<file path="src/hdl/dsps_pkg.sv">
// Purpose: shared constants and types for the dual-slot supply switch serial control
// Assumes: 32-bit apb, 125 mhz system clock
// Notes:   supply selections are one-hot so a stuck or double selection is easy to see

package dsps_pkg;

  // ----------------------------------------------------------------
  // control word layout
  // ----------------------------------------------------------------
  localparam int WORD_W        = 11;
  localparam int B_A_PROG_HI   = 0;
  localparam int B_A_PROG_LO   = 1;
  localparam int B_A_MAIN_LO   = 2;
  localparam int B_A_MAIN_HI   = 3;
  localparam int B_B_PROG_HI   = 4;
  localparam int B_B_PROG_LO   = 5;
  localparam int B_B_MAIN_HI   = 6;
  localparam int B_B_MAIN_LO   = 7;
  localparam int B_SHUTDOWN_CONTROL_BIT_N      = 8;
  localparam int B_A_PROG_SEL  = 9;
  localparam int B_B_PROG_SEL  = 10;

  // ----------------------------------------------------------------
  // supply selection, one-hot
  // ----------------------------------------------------------------
  typedef enum logic [4:0]
  {
    SUP_HIZ = 5'h01,
    SUP_GND = 5'h02,
    SUP_V33 = 5'h04,
    SUP_V50 = 5'h08,
    SUP_V12 = 5'h10
  } dsps_sup_t;

  // ----------------------------------------------------------------
  // pin synchroniser layout
  // ----------------------------------------------------------------
  localparam int PIN_W         = 10;
  localparam int P_SDATA       = 0;
  localparam int P_SCLK        = 1;
  localparam int P_LATCH       = 2;
  localparam int P_RESET_HI    = 3;
  localparam int P_RESET_N     = 4;
  localparam int P_MODE        = 5;
  localparam int P_FAULT       = 6;
  localparam int FAULT_W       = 4;
  localparam logic [9:0] PIN_RST = 10'h000;

  // ----------------------------------------------------------------
  // register map
  // ----------------------------------------------------------------
  localparam logic [7:0] OFS_CTRL   = 8'h00;
  localparam logic [7:0] OFS_STATUS = 8'h04;
  localparam logic [7:0] OFS_MASK   = 8'h08;
  localparam logic [7:0] OFS_WORD   = 8'h0c;
  localparam logic [7:0] OFS_OUTS   = 8'h10;

  localparam int C_SOFT_RST    = 0;
  localparam int EV_W          = 4;
  localparam int EV_LATCHED    = 0;
  localparam int EV_OC         = 1;
  localparam int EV_LATCH_IGN  = 2;
  localparam int EV_RESET      = 3;
  localparam int WORD_SHIFT_LSB = 16;
  localparam int OUTS_LOADED   = 20;
  localparam int OUTS_RESET    = 21;
  localparam int OUTS_MODE     = 22;
  localparam int OUTS_OC_N     = 23;

  localparam logic [EV_W-1:0] MASK_RST = 4'h0;
  localparam logic [0:0]      CTRL_RST = 1'h0;

endpackage

</file>
<file path="src/hdl/dsps_ctrl.sv">
// Purpose: serial control interpreter of a dual-slot card supply switch, with apb status view
// Assumes: serial pins and fault inputs are asynchronous; sclk is slow next to clk (64 ns period)
// Notes:   the register bus observes, masks and clears events and can force reset; supply levels come from the serial word and mode pin
//
// Notes on behaviour
// RQ1: controller drives serial data, serial clock and latch; device sends nothing back.
// RQ2: one data bit is shifted in on every serial clock rising edge.
// RQ3: latch rising edge copies the 11-bit shifted word into the output word.
// RQ4: controller raises latch after the last bit, before the next clock edge.
// RQ5: either reset input grounds all supply outputs, all other switches open.
// RQ6: outputs stay grounded after reset until a fresh word is latched.
// RQ7: latch strobes are ignored while reset is asserted.
// RQ8: power-up reset grounds all outputs before any word is latched.
// RQ9: one flag output reports overcurrent or overtemperature on any output.
// RQ10: independent mode program supply decode per slot, select bit picks 3.3/5 v.
// RQ11: main supply decode per slot: 0 v, 3.3 v, 5 v, 0 v.
// RQ12: shutdown bit low puts every supply output in high impedance.
// RQ13: mode low selects dependent program supplies, high selects independent.
// RQ14: overcurrent flag is active low.
// RQ15: output word holds between latches whatever the shift register does.
// RQ16: bit order is a parameter; default first bit shifted lands in d10.
//
// Chosen here: the placing of the registers and the APB slave port.

module dsps_ctrl
  import dsps_pkg::*;
#(
  parameter bit FIRST_BIT_D10 = 1'b1
)
(
  // clock and reset
  clk,
  arst_n,
  clk_en,
  // apb slave
  psel,
  penable,
  pwrite,
  paddr,
  pwdata,
  pready,
  prdata,
  pslverr,
  irq,
  // serial link from controller
  ser_data,
  ser_clk,
  ser_latch,
  // reset and mode pins
  reset_hi,
  reset_in_n,
  mode_indep,
  // analog fault sense, one bit per supply output
  fault_in,
  // supply switch controls
  slot_a_main_supply,
  slot_b_main_supply,
  slot_a_program_supply,
  slot_b_program_supply,
  overcurrent_flag_n
);

  input  wire logic               clk;
  input  wire logic               arst_n;
  input  wire logic               clk_en;
  input  wire logic               psel;
  input  wire logic               penable;
  input  wire logic               pwrite;
  input  wire logic [7:0]         paddr;
  input  wire logic [31:0]        pwdata;
  output      logic               pready;
  output      logic [31:0]        prdata;
  output      logic               pslverr;
  output      logic               irq;
  input  wire logic               ser_data;
  input  wire logic               ser_clk;
  input  wire logic               ser_latch;
  input  wire logic               reset_hi;
  input  wire logic               reset_in_n;
  input  wire logic               mode_indep;
  input  wire logic [FAULT_W-1:0] fault_in;
  output      dsps_sup_t          slot_a_main_supply;
  output      dsps_sup_t          slot_b_main_supply;
  output      dsps_sup_t          slot_a_program_supply;
  output      dsps_sup_t          slot_b_program_supply;
  output      logic               overcurrent_flag_n;

  // ----------------------------------------------------------------
  // state
  // ----------------------------------------------------------------
  typedef struct packed
  {
    logic [WORD_W-1:0] shift;
    logic [WORD_W-1:0] word;
    logic              loaded;
    logic              sclk_q;
    logic              latch_q;
    logic              oc_q;
    logic              rst_q;
    logic [EV_W-1:0]   status;
    logic [EV_W-1:0]   mask;
    logic [0:0]        ctrl;
    logic              rdy;
    logic [31:0]       rdata;
    logic              err;
    dsps_sup_t         a_main;
    dsps_sup_t         b_main;
    dsps_sup_t         a_prog;
    dsps_sup_t         b_prog;
    logic              oc_n;
    logic              irq;
  } dsps_st_t;

  dsps_st_t st_r;
  dsps_st_t st_nxt;

  // ----------------------------------------------------------------
  // pin synchronisers
  // ----------------------------------------------------------------
  logic [PIN_W-1:0] pin_raw;
  logic [PIN_W-1:0] pin_lvl;

  assign pin_raw = {fault_in, mode_indep, reset_in_n, reset_hi, ser_latch, ser_clk, ser_data}; // RQ1

  dsps_sync #(
    .W   (PIN_W),
    .RST (PIN_RST)
  ) u_sync (
    .clk    (clk),
    .arst_n (arst_n),
    .clk_en (clk_en),
    .pin_in (pin_raw),
    .level  (pin_lvl)
  );

  logic              sdata;
  logic              sclk_rise;
  logic              latch_rise;
  logic              rst_active;
  logic              fault_any;
  logic              oc_rise;

  assign sdata      = pin_lvl[P_SDATA];
  assign sclk_rise  = pin_lvl[P_SCLK] & ~st_r.sclk_q;
  assign latch_rise = pin_lvl[P_LATCH] & ~st_r.latch_q;
  // reset_in_n syncs to 0 at power-up, so power-up looks like an asserted reset
  assign rst_active = pin_lvl[P_RESET_HI] | ~pin_lvl[P_RESET_N] | st_r.ctrl[C_SOFT_RST]; // RQ5 RQ8
  assign fault_any  = |pin_lvl[P_FAULT +: FAULT_W]; // RQ9
  assign oc_rise    = fault_any & ~st_r.oc_q;

  // ----------------------------------------------------------------
  // decode of the held word
  // ----------------------------------------------------------------
  dsps_sup_t main_sel [2];
  dsps_sup_t prog_sel [2];

  dsps_decode u_dec (
    .word       (st_r.word),
    .indep_mode (pin_lvl[P_MODE]), // RQ13
    .grounded   (rst_active | ~st_r.loaded), // RQ6
    .main_sel   (main_sel),
    .prog_sel   (prog_sel)
  );

  // ----------------------------------------------------------------
  // apb helpers
  // ----------------------------------------------------------------
  function automatic logic mapped(input logic [7:0] a);
    return (a == OFS_CTRL) || (a == OFS_STATUS) || (a == OFS_MASK) || (a == OFS_WORD) || (a == OFS_OUTS);
  endfunction

  logic            acc;
  logic            wr;
  logic [EV_W-1:0] ev_set;
  logic [EV_W-1:0] ev_clr;
  logic [31:0]     rd_mux;

  // answer one cycle into the access phase so read data comes from a flop
  assign acc    = psel & penable & st_r.rdy;
  assign wr     = acc & pwrite & mapped(paddr);
  assign ev_clr = (wr && paddr == OFS_STATUS) ? pwdata[EV_W-1:0] : '0;

  always_comb
  begin
    rd_mux = 32'h0;
    case (paddr)
      OFS_CTRL:   rd_mux[0] = st_r.ctrl[C_SOFT_RST];
      OFS_STATUS: rd_mux[EV_W-1:0] = st_r.status;
      OFS_MASK:   rd_mux[EV_W-1:0] = st_r.mask;
      OFS_WORD:
      begin
        rd_mux[WORD_W-1:0] = st_r.word;
        rd_mux[WORD_SHIFT_LSB +: WORD_W] = st_r.shift;
      end
      OFS_OUTS:
      begin
        rd_mux[4:0]   = st_r.a_main;
        rd_mux[9:5]   = st_r.b_main;
        rd_mux[14:10] = st_r.a_prog;
        rd_mux[19:15] = st_r.b_prog;
        rd_mux[OUTS_LOADED] = st_r.loaded;
        rd_mux[OUTS_RESET]  = rst_active;
        rd_mux[OUTS_MODE]   = pin_lvl[P_MODE];
        rd_mux[OUTS_OC_N]   = st_r.oc_n;
      end
      default:    rd_mux = 32'h0;
    endcase
  end

  // ----------------------------------------------------------------
  // next state
  // ----------------------------------------------------------------
  always_comb
  begin
    st_nxt = st_r;
    ev_set = '0;
    if (clk_en)
    begin
      st_nxt.sclk_q  = pin_lvl[P_SCLK];
      st_nxt.latch_q = pin_lvl[P_LATCH];
      st_nxt.oc_q    = fault_any;
      st_nxt.rst_q   = rst_active;

      // shift register runs on its own, even in reset
      if (sclk_rise) // RQ2
      begin
        if (FIRST_BIT_D10) // RQ16
          st_nxt.shift = {st_r.shift[WORD_W-2:0], sdata};
        else
          st_nxt.shift = {sdata, st_r.shift[WORD_W-1:1]};
      end

      // word only moves on an accepted latch edge
      if (rst_active) // RQ6
      begin
        st_nxt.loaded = 1'b0;
        ev_set[EV_LATCH_IGN] = latch_rise; // RQ7
      end
      else if (latch_rise) // RQ3 RQ15
      begin
        st_nxt.word   = st_r.shift;
        st_nxt.loaded = 1'b1;
        ev_set[EV_LATCHED] = 1'b1;
      end

      ev_set[EV_OC]    = oc_rise;
      ev_set[EV_RESET] = rst_active & ~st_r.rst_q;

      // switch controls are registered from the decode
      st_nxt.a_main = main_sel[0];
      st_nxt.b_main = main_sel[1];
      st_nxt.a_prog = prog_sel[0];
      st_nxt.b_prog = prog_sel[1];
      st_nxt.oc_n   = ~fault_any; // RQ9 RQ14

      // apb
      st_nxt.rdy = psel & penable & ~st_r.rdy;
      if (psel & penable & ~st_r.rdy)
      begin
        st_nxt.rdata = pwrite ? 32'h0 : rd_mux;
        st_nxt.err   = ~mapped(paddr);
      end
      if (wr && paddr == OFS_CTRL)
        st_nxt.ctrl[C_SOFT_RST] = pwdata[C_SOFT_RST];
      if (wr && paddr == OFS_MASK)
        st_nxt.mask = pwdata[EV_W-1:0];

      // an event in the same cycle as its clear survives
      st_nxt.status = (st_r.status & ~ev_clr) | ev_set;
      st_nxt.irq    = |(st_nxt.status & st_nxt.mask);
    end
  end

  always_ff @(posedge clk or negedge arst_n)
  begin
    if (!arst_n)
    begin
      st_r         <= '0; // RQ8
      st_r.mask    <= MASK_RST;
      st_r.ctrl    <= CTRL_RST;
      st_r.a_main  <= SUP_GND;
      st_r.b_main  <= SUP_GND;
      st_r.a_prog  <= SUP_GND;
      st_r.b_prog  <= SUP_GND;
      st_r.oc_n    <= 1'b1;
    end
    else
      st_r <= st_nxt;
  end

  // ----------------------------------------------------------------
  // outputs
  // ----------------------------------------------------------------
  assign pready                = penable & st_r.rdy;
  assign prdata                = st_r.rdata;
  assign pslverr               = penable & st_r.rdy & st_r.err;
  assign irq                   = st_r.irq;
  assign slot_a_main_supply    = st_r.a_main;
  assign slot_b_main_supply    = st_r.b_main;
  assign slot_a_program_supply = st_r.a_prog;
  assign slot_b_program_supply = st_r.b_prog;
  assign overcurrent_flag_n    = st_r.oc_n;

endmodule

</file>
<file path="src/hdl/dsps_sync.sv">
// Purpose: three-stage pin synchroniser with agreement filter
// Assumes: inputs are asynchronous to clk
// Notes:   a change counts only once stages two and three agree

module dsps_sync
  import dsps_pkg::*;
#(
  parameter int              W   = 1,
  parameter logic [W-1:0]    RST = '0
)
(
  // clock and reset
  input  wire logic          clk,
  input  wire logic          arst_n,
  input  wire logic          clk_en,
  // pins and filtered levels
  input  wire logic [W-1:0]  pin_in,
  output      logic [W-1:0]  level
);

  typedef struct packed
  {
    logic [W-1:0] s1;
    logic [W-1:0] s2;
    logic [W-1:0] s3;
    logic [W-1:0] filt;
  } dsps_sync_st_t;

  dsps_sync_st_t st_r;
  dsps_sync_st_t st_nxt;

  always_comb
  begin
    st_nxt = st_r;
    if (clk_en)
    begin
      st_nxt.s1 = pin_in;
      st_nxt.s2 = st_r.s1;
      st_nxt.s3 = st_r.s2;
      // first stage is never looked at here
      st_nxt.filt = (~(st_r.s2 ^ st_r.s3) & st_r.s3) | ((st_r.s2 ^ st_r.s3) & st_r.filt);
    end
  end

  always_ff @(posedge clk or negedge arst_n)
  begin
    if (!arst_n)
      st_r <= {RST, RST, RST, RST};
    else
      st_r <= st_nxt;
  end

  assign level = st_r.filt;

endmodule

</file>
<file path="src/hdl/dsps_decode.sv">
// Purpose: control word to per-slot supply selection
// Assumes: word is the held output word
// Notes:   purely combinational, the caller registers the result

module dsps_decode
  import dsps_pkg::*;
(
  // held word and mode
  input  wire logic [WORD_W-1:0] word,
  input  wire logic              indep_mode,
  input  wire logic              grounded,
  // selections, index 0 is slot a
  output      dsps_sup_t         main_sel [2],
  output      dsps_sup_t         prog_sel [2]
);

  // ----------------------------------------------------------------
  // decode helpers
  // ----------------------------------------------------------------
  function automatic dsps_sup_t main_dec(input logic shutdown_control_bit_n, input logic [1:0] pair);
    dsps_sup_t r;
    r = SUP_GND;
    if (!shutdown_control_bit_n)
      r = SUP_HIZ; // RQ12
    else
      case (pair) // RQ11
        2'h1:    r = SUP_V33;
        2'h2:    r = SUP_V50;
        default: r = SUP_GND;
      endcase
    return r;
  endfunction

  function automatic dsps_sup_t prog_dec(input logic shutdown_control_bit_n, input logic [1:0] pair, input logic sel,
                                         input logic indep, input dsps_sup_t main);
    dsps_sup_t r;
    r = SUP_GND;
    if (!shutdown_control_bit_n)
      r = SUP_HIZ; // RQ12
    else
      case (pair) // RQ10
        2'h0:    r = SUP_GND;
        2'h1:    r = indep ? (sel ? SUP_V50 : SUP_V33) : main; // RQ13
        2'h2:    r = SUP_V12;
        default: r = SUP_HIZ;
      endcase
    return r;
  endfunction

  // ----------------------------------------------------------------
  // per-slot decode
  // ----------------------------------------------------------------
  logic [1:0] main_pair [2];
  logic [1:0] prog_pair [2];
  logic       prog_sel_bit [2];

  assign main_pair[0]    = {word[B_A_MAIN_HI], word[B_A_MAIN_LO]};
  assign main_pair[1]    = {word[B_B_MAIN_HI], word[B_B_MAIN_LO]};
  assign prog_pair[0]    = {word[B_A_PROG_HI], word[B_A_PROG_LO]};
  assign prog_pair[1]    = {word[B_B_PROG_HI], word[B_B_PROG_LO]};
  assign prog_sel_bit[0] = word[B_A_PROG_SEL];
  assign prog_sel_bit[1] = word[B_B_PROG_SEL];

  generate
    for (genvar s = 0; s < 2; s++)
    begin : g_slot
      dsps_sup_t m;
      assign m           = main_dec(word[B_SHUTDOWN_CONTROL_BIT_N], main_pair[s]);
      // grounded wins over shutdown: reset must discharge the card
      assign main_sel[s] = grounded ? SUP_GND : m; // RQ5
      assign prog_sel[s] = grounded ? SUP_GND :
                           prog_dec(word[B_SHUTDOWN_CONTROL_BIT_N], prog_pair[s], prog_sel_bit[s], indep_mode, m); // RQ5
    end
  endgenerate

endmodule

</file>
<file path="config.mk">
export PLATFORM = sky130hd
export DESIGN_NAME = dsps_ctrl
export DESIGN_NICKNAME = d
export VERILOG_FILES = /design/src/hdl/dsps_pkg.sv /design/src/hdl/dsps_ctrl.sv /design/src/hdl/dsps_sync.sv /design/src/hdl/dsps_decode.sv
export SDC_FILE = /design/constraint.sdc
export NUM_CORES = 1
export LEC_CHECK = 0
export ABC_AREA = 1
export BUFFER_PORTS_ARGS = -buffer_cell sky130_fd_sc_hd__buf_2
export CAP_MARGIN = 20
export CORE_UTILIZATION = 60
export CTS_BUF_LIST = sky130_fd_sc_hd__clkbuf_8
export DETAILED_ROUTE_END_ITERATION = 16
export GPL_TIMING_DRIVEN = 0
export PLACE_DENSITY = 0.86
export SLEW_MARGIN = 20
export SYNTH_ARGS = -nofsm -noshare
export SYNTH_HDL_FRONTEND = slang
export SYNTH_SLANG_ARGS = --single-unit
</file>
<file path="constraint.sdc">
create_clock -name clk -period 2.75 [get_ports clk]
set_clock_uncertainty 0.15 [all_clocks]
set_input_delay 0.55 -clock clk [delete_from_list [all_inputs] [get_ports clk]]
set_output_delay 0.55 -clock clk [all_outputs]
set_load 0.1 [all_outputs]
</file>
==> impl_metrics.tcl, run 1 <==
set metrics [dict create \
    status "finished clean" \
    yosys.area.top_type "dfrtp_1" \
    setup_viol 0 \
    power.switching_uw 1550 \
    hold_viol 0 \
    ys_ff_latch 124 \
    first_pass_iters 5 \
    crit_buf_inv 3 \
    path_max_fanout 8 \
    postCtsHoldBufs 1 \
    wl_um 13300 \
    crit_path_start_kind "flop" \
    p_seq_share_pct 49.7 \
    die_y_um 99.7 \
    tightest_slew_ns 0.638 \
    criticalPathCategory "flop to flop" \
    synthSimpleGateAreaFrac_pct 16.1 \
    cts-buffers-inserted 17 \
    syn_to_final_growth_pct 16.6 \
    timing.fmax_mhz 449 \
    dieArea_mm2 0.00994 \
    fillers 670 \
    synth_edf_count 0 \
    io_pins 112 \
    crit_arrival_ns 2.43 \
    grt_pass1_vias 4597 \
    combPwrFrac_pct 18.5 \
    p_int_uw 2900 \
    end_kind "flop" \
    synth-xor-area-share_pct 0 \
    syn_avg_cell_area_um2 8.85 \
    drc 0 \
    synth_compound_gate_area_share_pct 14.3 \
    cp_top_family "simple AND/OR/NAND/NOR gates" \
    power.density_mw_per_mm2 666 \
    gp_congestion 0.920 \
    syn_area_mm2 0.00573 \
    rsz0062_at_grt "false" \
    grt_max_degree 70 \
    htree_levels 4 \
    async_flop_share_pct 100 \
    ys_seq_area_share_pct 54.3 \
    synthDistinctLibCells 34 \
    path_cells "nor3_1 > inv_1 > nor2_1 > inv_1 > nor2_4 > inv_1 > a21oi_1 > a21oi_1" \
    routed_via_density 5.37 \
    hold_path.class "input port to flop" \
    synthMuxAreaShare_pct 0.175 \
    clk_pin_slew_ns 0.08 \
    ctsResizeCount 0 \
    synth_top_family_by_area "simple AND/OR/NAND/NOR gates" \
    ir_worst_vdd_mv 0.597 \
    maxCapViolations 0 \
    crit_path_frequent_cell "inv_1" \
    syn_inst 647 \
    overflow 0 \
    clock_sinks 124 \
    postLayoutCoreUtil_pct 72.3 \
    yosysTopAreaCellShare_pct 52.0 \
    start_util_pct 62.0 \
    hpwl_um 9470 \
    cp_slowest_cell "nor3_1" \
    cp_slowest_stage_delay_ns 0.45 \
    slew_headroom_pct 57.4 \
    drt-wirelength-per-cell_um 15.0 \
    crit_required_ns 2.95 \
    synthMostInstantiatedCell "nand2_1" \
    p_leak_uw 0.00344 \
    clockRootBuffer "clkbuf_8" \
    drv_slew 0 \
    tritoncts "done" \
    fin_nets 809 \
    track_usage_pct 28.9 \
    swShare_pct 34.7 \
    rows 35 \
    design_power_total_uw 4450 \
    clock_latency_ns 0.44 \
    antenna_left 0 \
    synth_fa_ha_area_share_pct 0.874 \
    dieWidth_um 99.7 \
    core_area_mm2 0.00924 \
    grt_pass1_wl_um 21900 \
    final.min_clock_period_ns 2.22 \
    drt-initial-drc-count 459 \
    min_period_over_period_pct 80.9 \
    ys.flop_type "dfrtp_1" \
    cts_setup_buffers 0 \
    io_buffers 75 \
    grt_antenna_before_repair 0 \
    clockPowerShare_pct 31.8 \
    diodes 0 \
    cts.path.max_buffers 2 \
    synth_area_leaders "dfrtp_1 (52%), nand2_1 (10%), o21ai_0 (7.4%), buf_4 (6.8%), inv_1 (5.6%)" \
    ys_top_cells_by_count "nand2_1 (155), dfrtp_1 (119), inv_1 (86)" \
    ys_warn_count 0 \
    final_layout_size_suffix_gt1_share_pct 24.1 \
    vias 4788 \
]
-- sequential cells by signal, indices dropped and copies added (netlist names), 3 cells and up, named ones only --
signal / flops
prdata: 27
slot_b_main_supply: 3
u_sync.st_r: 30
slot_a_main_supply: 4
slot_a_program_supply: 5
st_r: 38
slot_b_program_supply: 5
-- logic make-up (layout without fill, tap and decap cells) --
| group | after synthesis | count (layout) |
|---|---|---|
| other | 1 | 7 |
| flip-flops | 124 | 124 |
| adder cells (fa/ha/maj) | 4 | 4 |
| multiplexers | 1 | 1 |
| AND/OR/NAND/NOR | 212 | 212 |
| AO/OA/AOI/OAI | 141 | 141 |
| buffers and inverters | 164 | 273 |
-- power groups by stage --
stage          clock network (uW)  logic [uW]  registers (uW)
3_3_place_gp                    0         776            2220
2_1_floorplan                   0         530            2260
5_1_grt                      1500         926            2230
6_report                     1410         824            2210
4_1_cts                      1420         820            2200
3_5_place_dp                    0         811            2230
-- metrics by stage --
step / setup WS [ns] / area (um2) / cells / hold WS (ns) / setup TNS [ns]
6_report: 0.525 / 6680 / 891 / 0.174 / 0
5_1_grt: 0.295 / 6680 / 891 / 0.184 / 0
4_1_cts: 0.555 / 6680 / 891 / 0.163 / 0
3_5_place_dp: 0.479 / 6320 / 858 / 0.308 / 0
3_3_place_gp: -0.495 / 6290 / 857 / 0.304 / -57.98
2_1_floorplan: 0.180 / 5750 / 653 / 0.104 / 0
-- worst min-delay path, stage by stage --
cell and delay (ns):
buf_2 0.07, nand2_1 0.04, o21ai_0 0.06
-- routing by layer --
layer | up-vias | part of all wire [%] | track usage, %
met5 | - | 0 | 0
met4 | 0 | 2.7 | 11.3
li1 | 2240 | - | -
met2 | 212 | 49 | 47.6
met3 | 42 | 6.8 | 6.25
met1 | 2294 | 41 | 37.6
-- layout by cell type (no fill, tap or decap), types with 12 or more instances in the layout --
master,synthesis,routed
inv_1,86,86
nand2_1,155,155
clkbuf_8,0,17
nor2_1,23,23
o221ai_1,14,14
dfrtp_1,119,119
buf_4,52,52
o21ai_0,85,85
buf_2,4,78
o22ai_1,12,12
clkbuf_1,20,20
-- final timing paths --
kind	startpoint	end	slack, ns	cells after the start
max	st_r[56]	slot_a_program_supply[1]	0.53	8
max reg2reg	st_r[56]	slot_a_program_supply[1]	0.53	8
min in group asynchronous	arst_n	prdata[2]	0.51	2
min	ser_latch	u_sync.st_r[32]	0.17	3
max in group asynchronous	arst_n	slot_a_program_supply[1]	1.19	3
min reg2reg	st_r[69]	st_r[69]	0.33	2
-- layout make-up --
type                    instances  area [um2]  area share (%)
repair buffers                 77         419            6.27
clock buffers                  17         234            3.50
multi-input cells             365        1830            27.3
inverters                      88         330            4.94
plain buffers                  76         485            7.27
flip-flops and latches        124        3110            46.5
well taps                     129         161            2.42
clock inverters                15         115            1.72
No activity file was read; power rests on OpenSTA's default activity.
==> run 2, diff against run 1 <==
CORE_UTILIZATION = 52   (was 60)
PLACE_DENSITY = 0.79   (was 0.86)
clock period = 1.9 ns   (was 2.75 ns; I/O delays follow)
==> run 2 against run 1 <==
Compared with the run above: combinational power rose by 52%; non-clock buffer count rose by 9; die area rose by 15%; sequential power rose by 44%; total power rose by 55%; clock-buffer cell count did not move; register-to-register slack got worse by 0.44 ns; critical path depth fell by 6; routed wire length fell by 1.9%; clock power rose by 73%; sequential cell count did not move; critical endpoint is now prdata[7].
==> impl_metrics.tcl, run 2 (synthesis results as in run 1) <==
set metrics [dict create \
    start_util_pct 54.5 \
    final_layout_size_suffix_gt1_share_pct 24.9 \
    setup_viol 0 \
    cp_top_family "buffers and inverters" \
    final.min_clock_period_ns 1.84 \
    tritoncts "done" \
    slew_headroom_pct 54.2 \
    dieWidth_um 107 \
    p_leak_uw 0.00352 \
    syn_to_final_growth_pct 21.1 \
    diodes 0 \
    largest_register_ffs 38 \
    htree_levels 4 \
    rsz0062_at_grt "true" \
    hold_path.class "input port to flop" \
    die_y_um 107 \
    fin_area_mm2 0.00694 \
    cp_slowest_cell "buf_2" \
    top_register "st_r" \
    antenna_left 0 \
    min_path_cells 3 \
    crit_arrival_ns 1.31 \
    clock_sinks 124 \
    postLayoutCoreUtil_pct 66.0 \
    maxCapViolations 0 \
    status "finished clean" \
    cts-buffers-inserted 17 \
    setup_tns_ns 0 \
    crit_path_start_kind "flop" \
    r2r_slack_ns 0.09 \
    gp_congestion 0.901 \
    core_area_mm2 0.0105 \
    rows 37 \
    wl_um 13100 \
    layout_common_cells "nand2_1 (154), dfrtp_1 (119), inv_1 (85), o21ai_0 (84), buf_2 (63)" \
    hpwl_um 9310 \
    worst_r2r_path_depth 6 \
    cts.path.max_buffers 2 \
    hold_viol 0 \
    crit_required_ns 1.37 \
    clockRootBuffer "clkbuf_8" \
    vias 4738 \
    crit_buf_inv 2 \
    cp_num_cells 2 \
    power.density_mw_per_mm2 991 \
    clock_latency_ns 0.42 \
    io_pins 112 \
    tightest_slew_ns 0.687 \
    cp_slowest_stage_delay_ns 0.41 \
    place_area_mm2 0.00633 \
    min_period_over_period_pct 96.9 \
    routed_via_density 5.22 \
    track_usage_pct 24.6 \
    overflow 0 \
    grt_pass1_wl_um 21500 \
    multi_input_area_mm2 0.00187 \
    placed_cells 865 \
    fin_nets 818 \
    grt_pass1_vias 4501 \
    criticalPathCategory "flop to output port" \
    grt_max_degree 65 \
    first_pass_iters 5 \
    worst_hold_slack_ns 0.0246 \
    path_max_fanout 2 \
    io_buffers 75 \
    seq_area_mm2 0.00311 \
    grt_antenna_before_repair 0 \
    dieArea_mm2 0.0114 \
    final_common_cell "nand2_1" \
    ir_worst_vdd_mv 0.604 \
    timing.fmax_mhz 543 \
    path_cells "buf_4 > buf_2" \
    fillers 820 \
    drt-initial-drc-count 322 \
    clk_pin_slew_ns 0.08 \
    end_kind "output port" \
    drc 0 \
    drt-wirelength-per-cell_um 14.4 \
    finalNonFillerCells 907 \
    drv_slew 0 \
]
-- run 2: where the power goes --
group          switching [uW]  total, uW  internal [uW]  leakage [uW]
sequential                217       3190           2980       0.00161
combinational             891       1250            357       0.00171
clock                    1120       2440           1320      0.000208
total                    2230       6880           4650       0.00352
-- run 2: timing repair --
item | in CTS | in global routing
gates resized for setup | 15 | 14
setup endpoints to repair | 37 | 24
pin swaps | 0 | 2
setup buffers | 0 | 2
endpoints found under the hold margin | 69 | 0
hold buffers | 8 | 0
cloned | 0 | 0
-- run 2: path summary, 6_finish.rpt --
path | endpoint | startpoint
worst min-delay path | u_sync.st_r[35] | mode_indep
max in group asynchronous | slot_a_program_supply[1] | arst_n
worst max register to register | st_r[77] | flop
worst min register to register | st_r[69] | st_r[69]
min in group asynchronous | prdata[2] | arst_n
worst max-delay path | prdata[7] | prdata[7]
-- run 2: layer usage --
metal  track usage [%]  up-vias  wire length, um
li1                  -     2265                -
met1              32.8     2268             5580
met2              40.3      182             6400
met3              4.68       23              865
met4              8.41        0              217
met5                 0        -                0
-- run 2: area by class of cell --
| type | instances | share of cell area [%] |
|---|---|---|
| buffer | 76 | 7.00 |
| clock buffer | 17 | 3.37 |
| clock inverter | 15 | 2.67 |
| inverter | 88 | 4.80 |
| multi-input combinational | 365 | 26.9 |
| sequential | 124 | 44.8 |
| tap | 136 | 2.45 |
| timing repair buffer | 86 | 8.02 |
-- run 2: worst reg2reg max path, cell delays in order, from the launching register on --
cell,delay [ns]
dfrtp_1,0.43
nor3_4,0.25
buf_4,0.15
nand3_1,0.21
clkbuf_1,0.29
nand2_1,0.12
o21ai_0,0.09
-- run 2: per-stage QoR --
step	power, uW	setup slack [ns]
2_1_floorplan	4030	0.0803
3_3_place_gp	4350	-1.19
3_5_place_dp	4410	-0.325
4_1_cts	6870	0.00311
5_1_grt	7200	-0.0527
6_report	6880	0.0582
==> run 3, diff against run 2 <==
--- a/constraint.sdc
+++ b/constraint.sdc
@@ -3,3 +3,3 @@
 set_input_delay 0.38 -clock clk [delete_from_list [all_inputs] [get_ports clk]]
 set_output_delay 0.38 -clock clk [all_outputs]
-set_load 0.1 [all_outputs]
+set_load 0.01 [all_outputs]
==> run 3 against run 2 <==
Compared with the run above: via count is 0.68% higher; sequential power hardly changed; register-to-register slack hardly changed; critical endpoint is now slot_a_program_supply[1]; clock power is 5% higher; sequential share of layout area is 0.54 points higher; total power is 2.0% lower; highest routed layer unchanged; maximum frequency is 2.0% higher; sequential cell count stayed put; setup slack better by 0.037 ns; critical path depth is 6 higher; clock-buffer cell count is 1 higher; non-clock buffer count is 5 lower.
==> impl_metrics.tcl, run 3 (synthesis results as in run 1) <==
set metrics [dict create \
    clk_pin_slew_ns 0.07 \
    layout_common_cells "nand2_1 (154), dfrtp_1 (119), inv_1 (86), o21ai_0 (85), buf_2 (78)" \
    vias 4770 \
    core_area_mm2 0.0105 \
    status "finished clean" \
    holdPathEnd "u_sync.st_r[37]" \
    hold_path.class "input port to flop" \
    grt_pass1_wl_um 22100 \
    path_max_fanout 6 \
    p_leak_uw 0.00351 \
    hold_start "fault_in[1]" \
    grt_antenna_before_repair 0 \
    r2r_slack_ns 0.1 \
    final.min_clock_period_ns 1.80 \
    setup_viol 0 \
    cts-buffers-inserted 17 \
    first_pass_iters 4 \
    end_kind "flop" \
    reg2reg_to "slot_a_program_supply[1]" \
    power.density_mw_per_mm2 983 \
    routed_via_density 5.29 \
    htree_levels 4 \
    min_period_over_period_pct 95.0 \
    timing.fmax_mhz 554 \
    gp_congestion 0.912 \
    die_y_um 107 \
    hpwl_um 9670 \
    rows 37 \
    clockRootBuffer "clkbuf_8" \
    maxCapViolations 0 \
    io_pins 112 \
    clock_latency_ns 0.43 \
    worst_r2r_path_depth 8 \
    grt_max_degree 80 \
    crit_path_start_kind "flop" \
    final_layout_size_suffix_gt1_share_pct 24.9 \
    largest_register_ffs 38 \
    antenna_left 0 \
    io_buffers 75 \
    drc 0 \
    drt-wirelength-per-cell_um 15.0 \
    min_path_cells 3 \
    fillers 867 \
    tightest_slew_ns 0.679 \
    grt_pass1_vias 4646 \
    drt-initial-drc-count 271 \
    criticalPathCategory "flop to flop" \
    start_util_pct 54.5 \
    dieArea_mm2 0.0114 \
    overflow 0 \
    drv_slew 0 \
    cts.path.max_buffers 2 \
    ir_worst_vdd_mv 0.582 \
    fin_nets 813 \
    syn_to_final_growth_pct 19.7 \
    crit_required_ns 2.10 \
    diodes 0 \
    top_register "st_r" \
    tritoncts "done" \
    hold_viol 0 \
    crit_arrival_ns 2.00 \
    worst_hold_slack_ns 0.0142 \
    dieWidth_um 107 \
    clock_sinks 124 \
    track_usage_pct 25.4 \
    placed_cells 865 \
    final_common_cell "nand2_1" \
    finalNonFillerCells 902 \
    wl_um 13500 \
    r2r-start "st_r[56]" \
    setup_tns_ns 0 \
    slew_headroom_pct 54.7 \
]
run 3: timing repair:
| action | CTS | global route |
|---|---|---|
| hold endpoints to repair | 45 | 0 |
| hold buffers | 3 | 0 |
| resized for setup | 4 | 6 |
| endpoints found under the setup margin | 27 | 13 |
| setup buffers | 0 | 2 |
| pin swaps | 0 | 2 |
run 3: how the worst max path moves through the flow:
| stage | start | end | slack [ns] | cells after the start |
|---|---|---|---|---|
| after CTS | flop | slot_a_program_supply[1] | 0.03 | 8 |
| after global routing | flop | slot_a_program_supply[1] | -0.03 | 9 |
| after detailed placement | flop | slot_a_program_supply[1] | -0.25 | 8 |
| final | st_r[56] | slot_a_program_supply[1] | 0.1 | 8 |
| after floorplan | paddr[6] | irq | 0.23 | 12 |
| after global placement | arst_n | u_sync.st_r[35] | -1.18 | 1 |
run 3: area by class of cell:
class / instances / area (um2) / area share (%)
multi-input combinational: 365 / 1860 / 27.2
clock buffer: 18 / 248 / 3.61
tap: 136 / 170 / 2.48
sequential: 124 / 3110 / 45.3
buffer: 76 / 485 / 7.08
inverter: 88 / 330 / 4.82
timing repair buffer: 81 / 454 / 6.62
clock inverter: 14 / 196 / 2.86
run 3: worst max-delay path, cell delays in order, from the launching register on:
cell,delay [ns]
dfrtp_1,0.43
nor3_4,0.26
inv_1,0.13
nor2_1,0.10
inv_1,0.09
nor2_4,0.21
inv_2,0.11
a21oi_2,0.19
a21oi_1,0.06
run 3: routing by layer:
layer	track usage, %	part of all wire [%]	wire (um)	vias up
li1	-	-	-	2251
met1	32.6	42	5680	2284
met2	41.8	49	6630	196
met3	5.17	5.8	787	39
met4	11.0	2.9	388	0
met5	0	0	0	-
run 3: where the power goes:
part | internal, uW | switching [uW] | leakage (uW) | total [uW]
logic | 322 | 647 | 0.00168 | 969
clock network | 1470 | 1090 | 0.000220 | 2560
registers | 2980 | 230 | 0.00161 | 3210
run 3: per-stage QoR:
stage / worst slack, ns / util [%] / instance area [um2] / total power (uW)
floorplan: 0.232 / - / 5750 / 3790
global route: -0.0310 / 65.2 / 6860 / 7030
detailed placement: -0.253 / 60.2 / 6330 / 4170
CTS: 0.0313 / 64.9 / 6820 / 6730
global placement: -1.18 / 59.9 / 6300 / 4100
finish: 0.0952 / 65.2 / 6860 / 6740
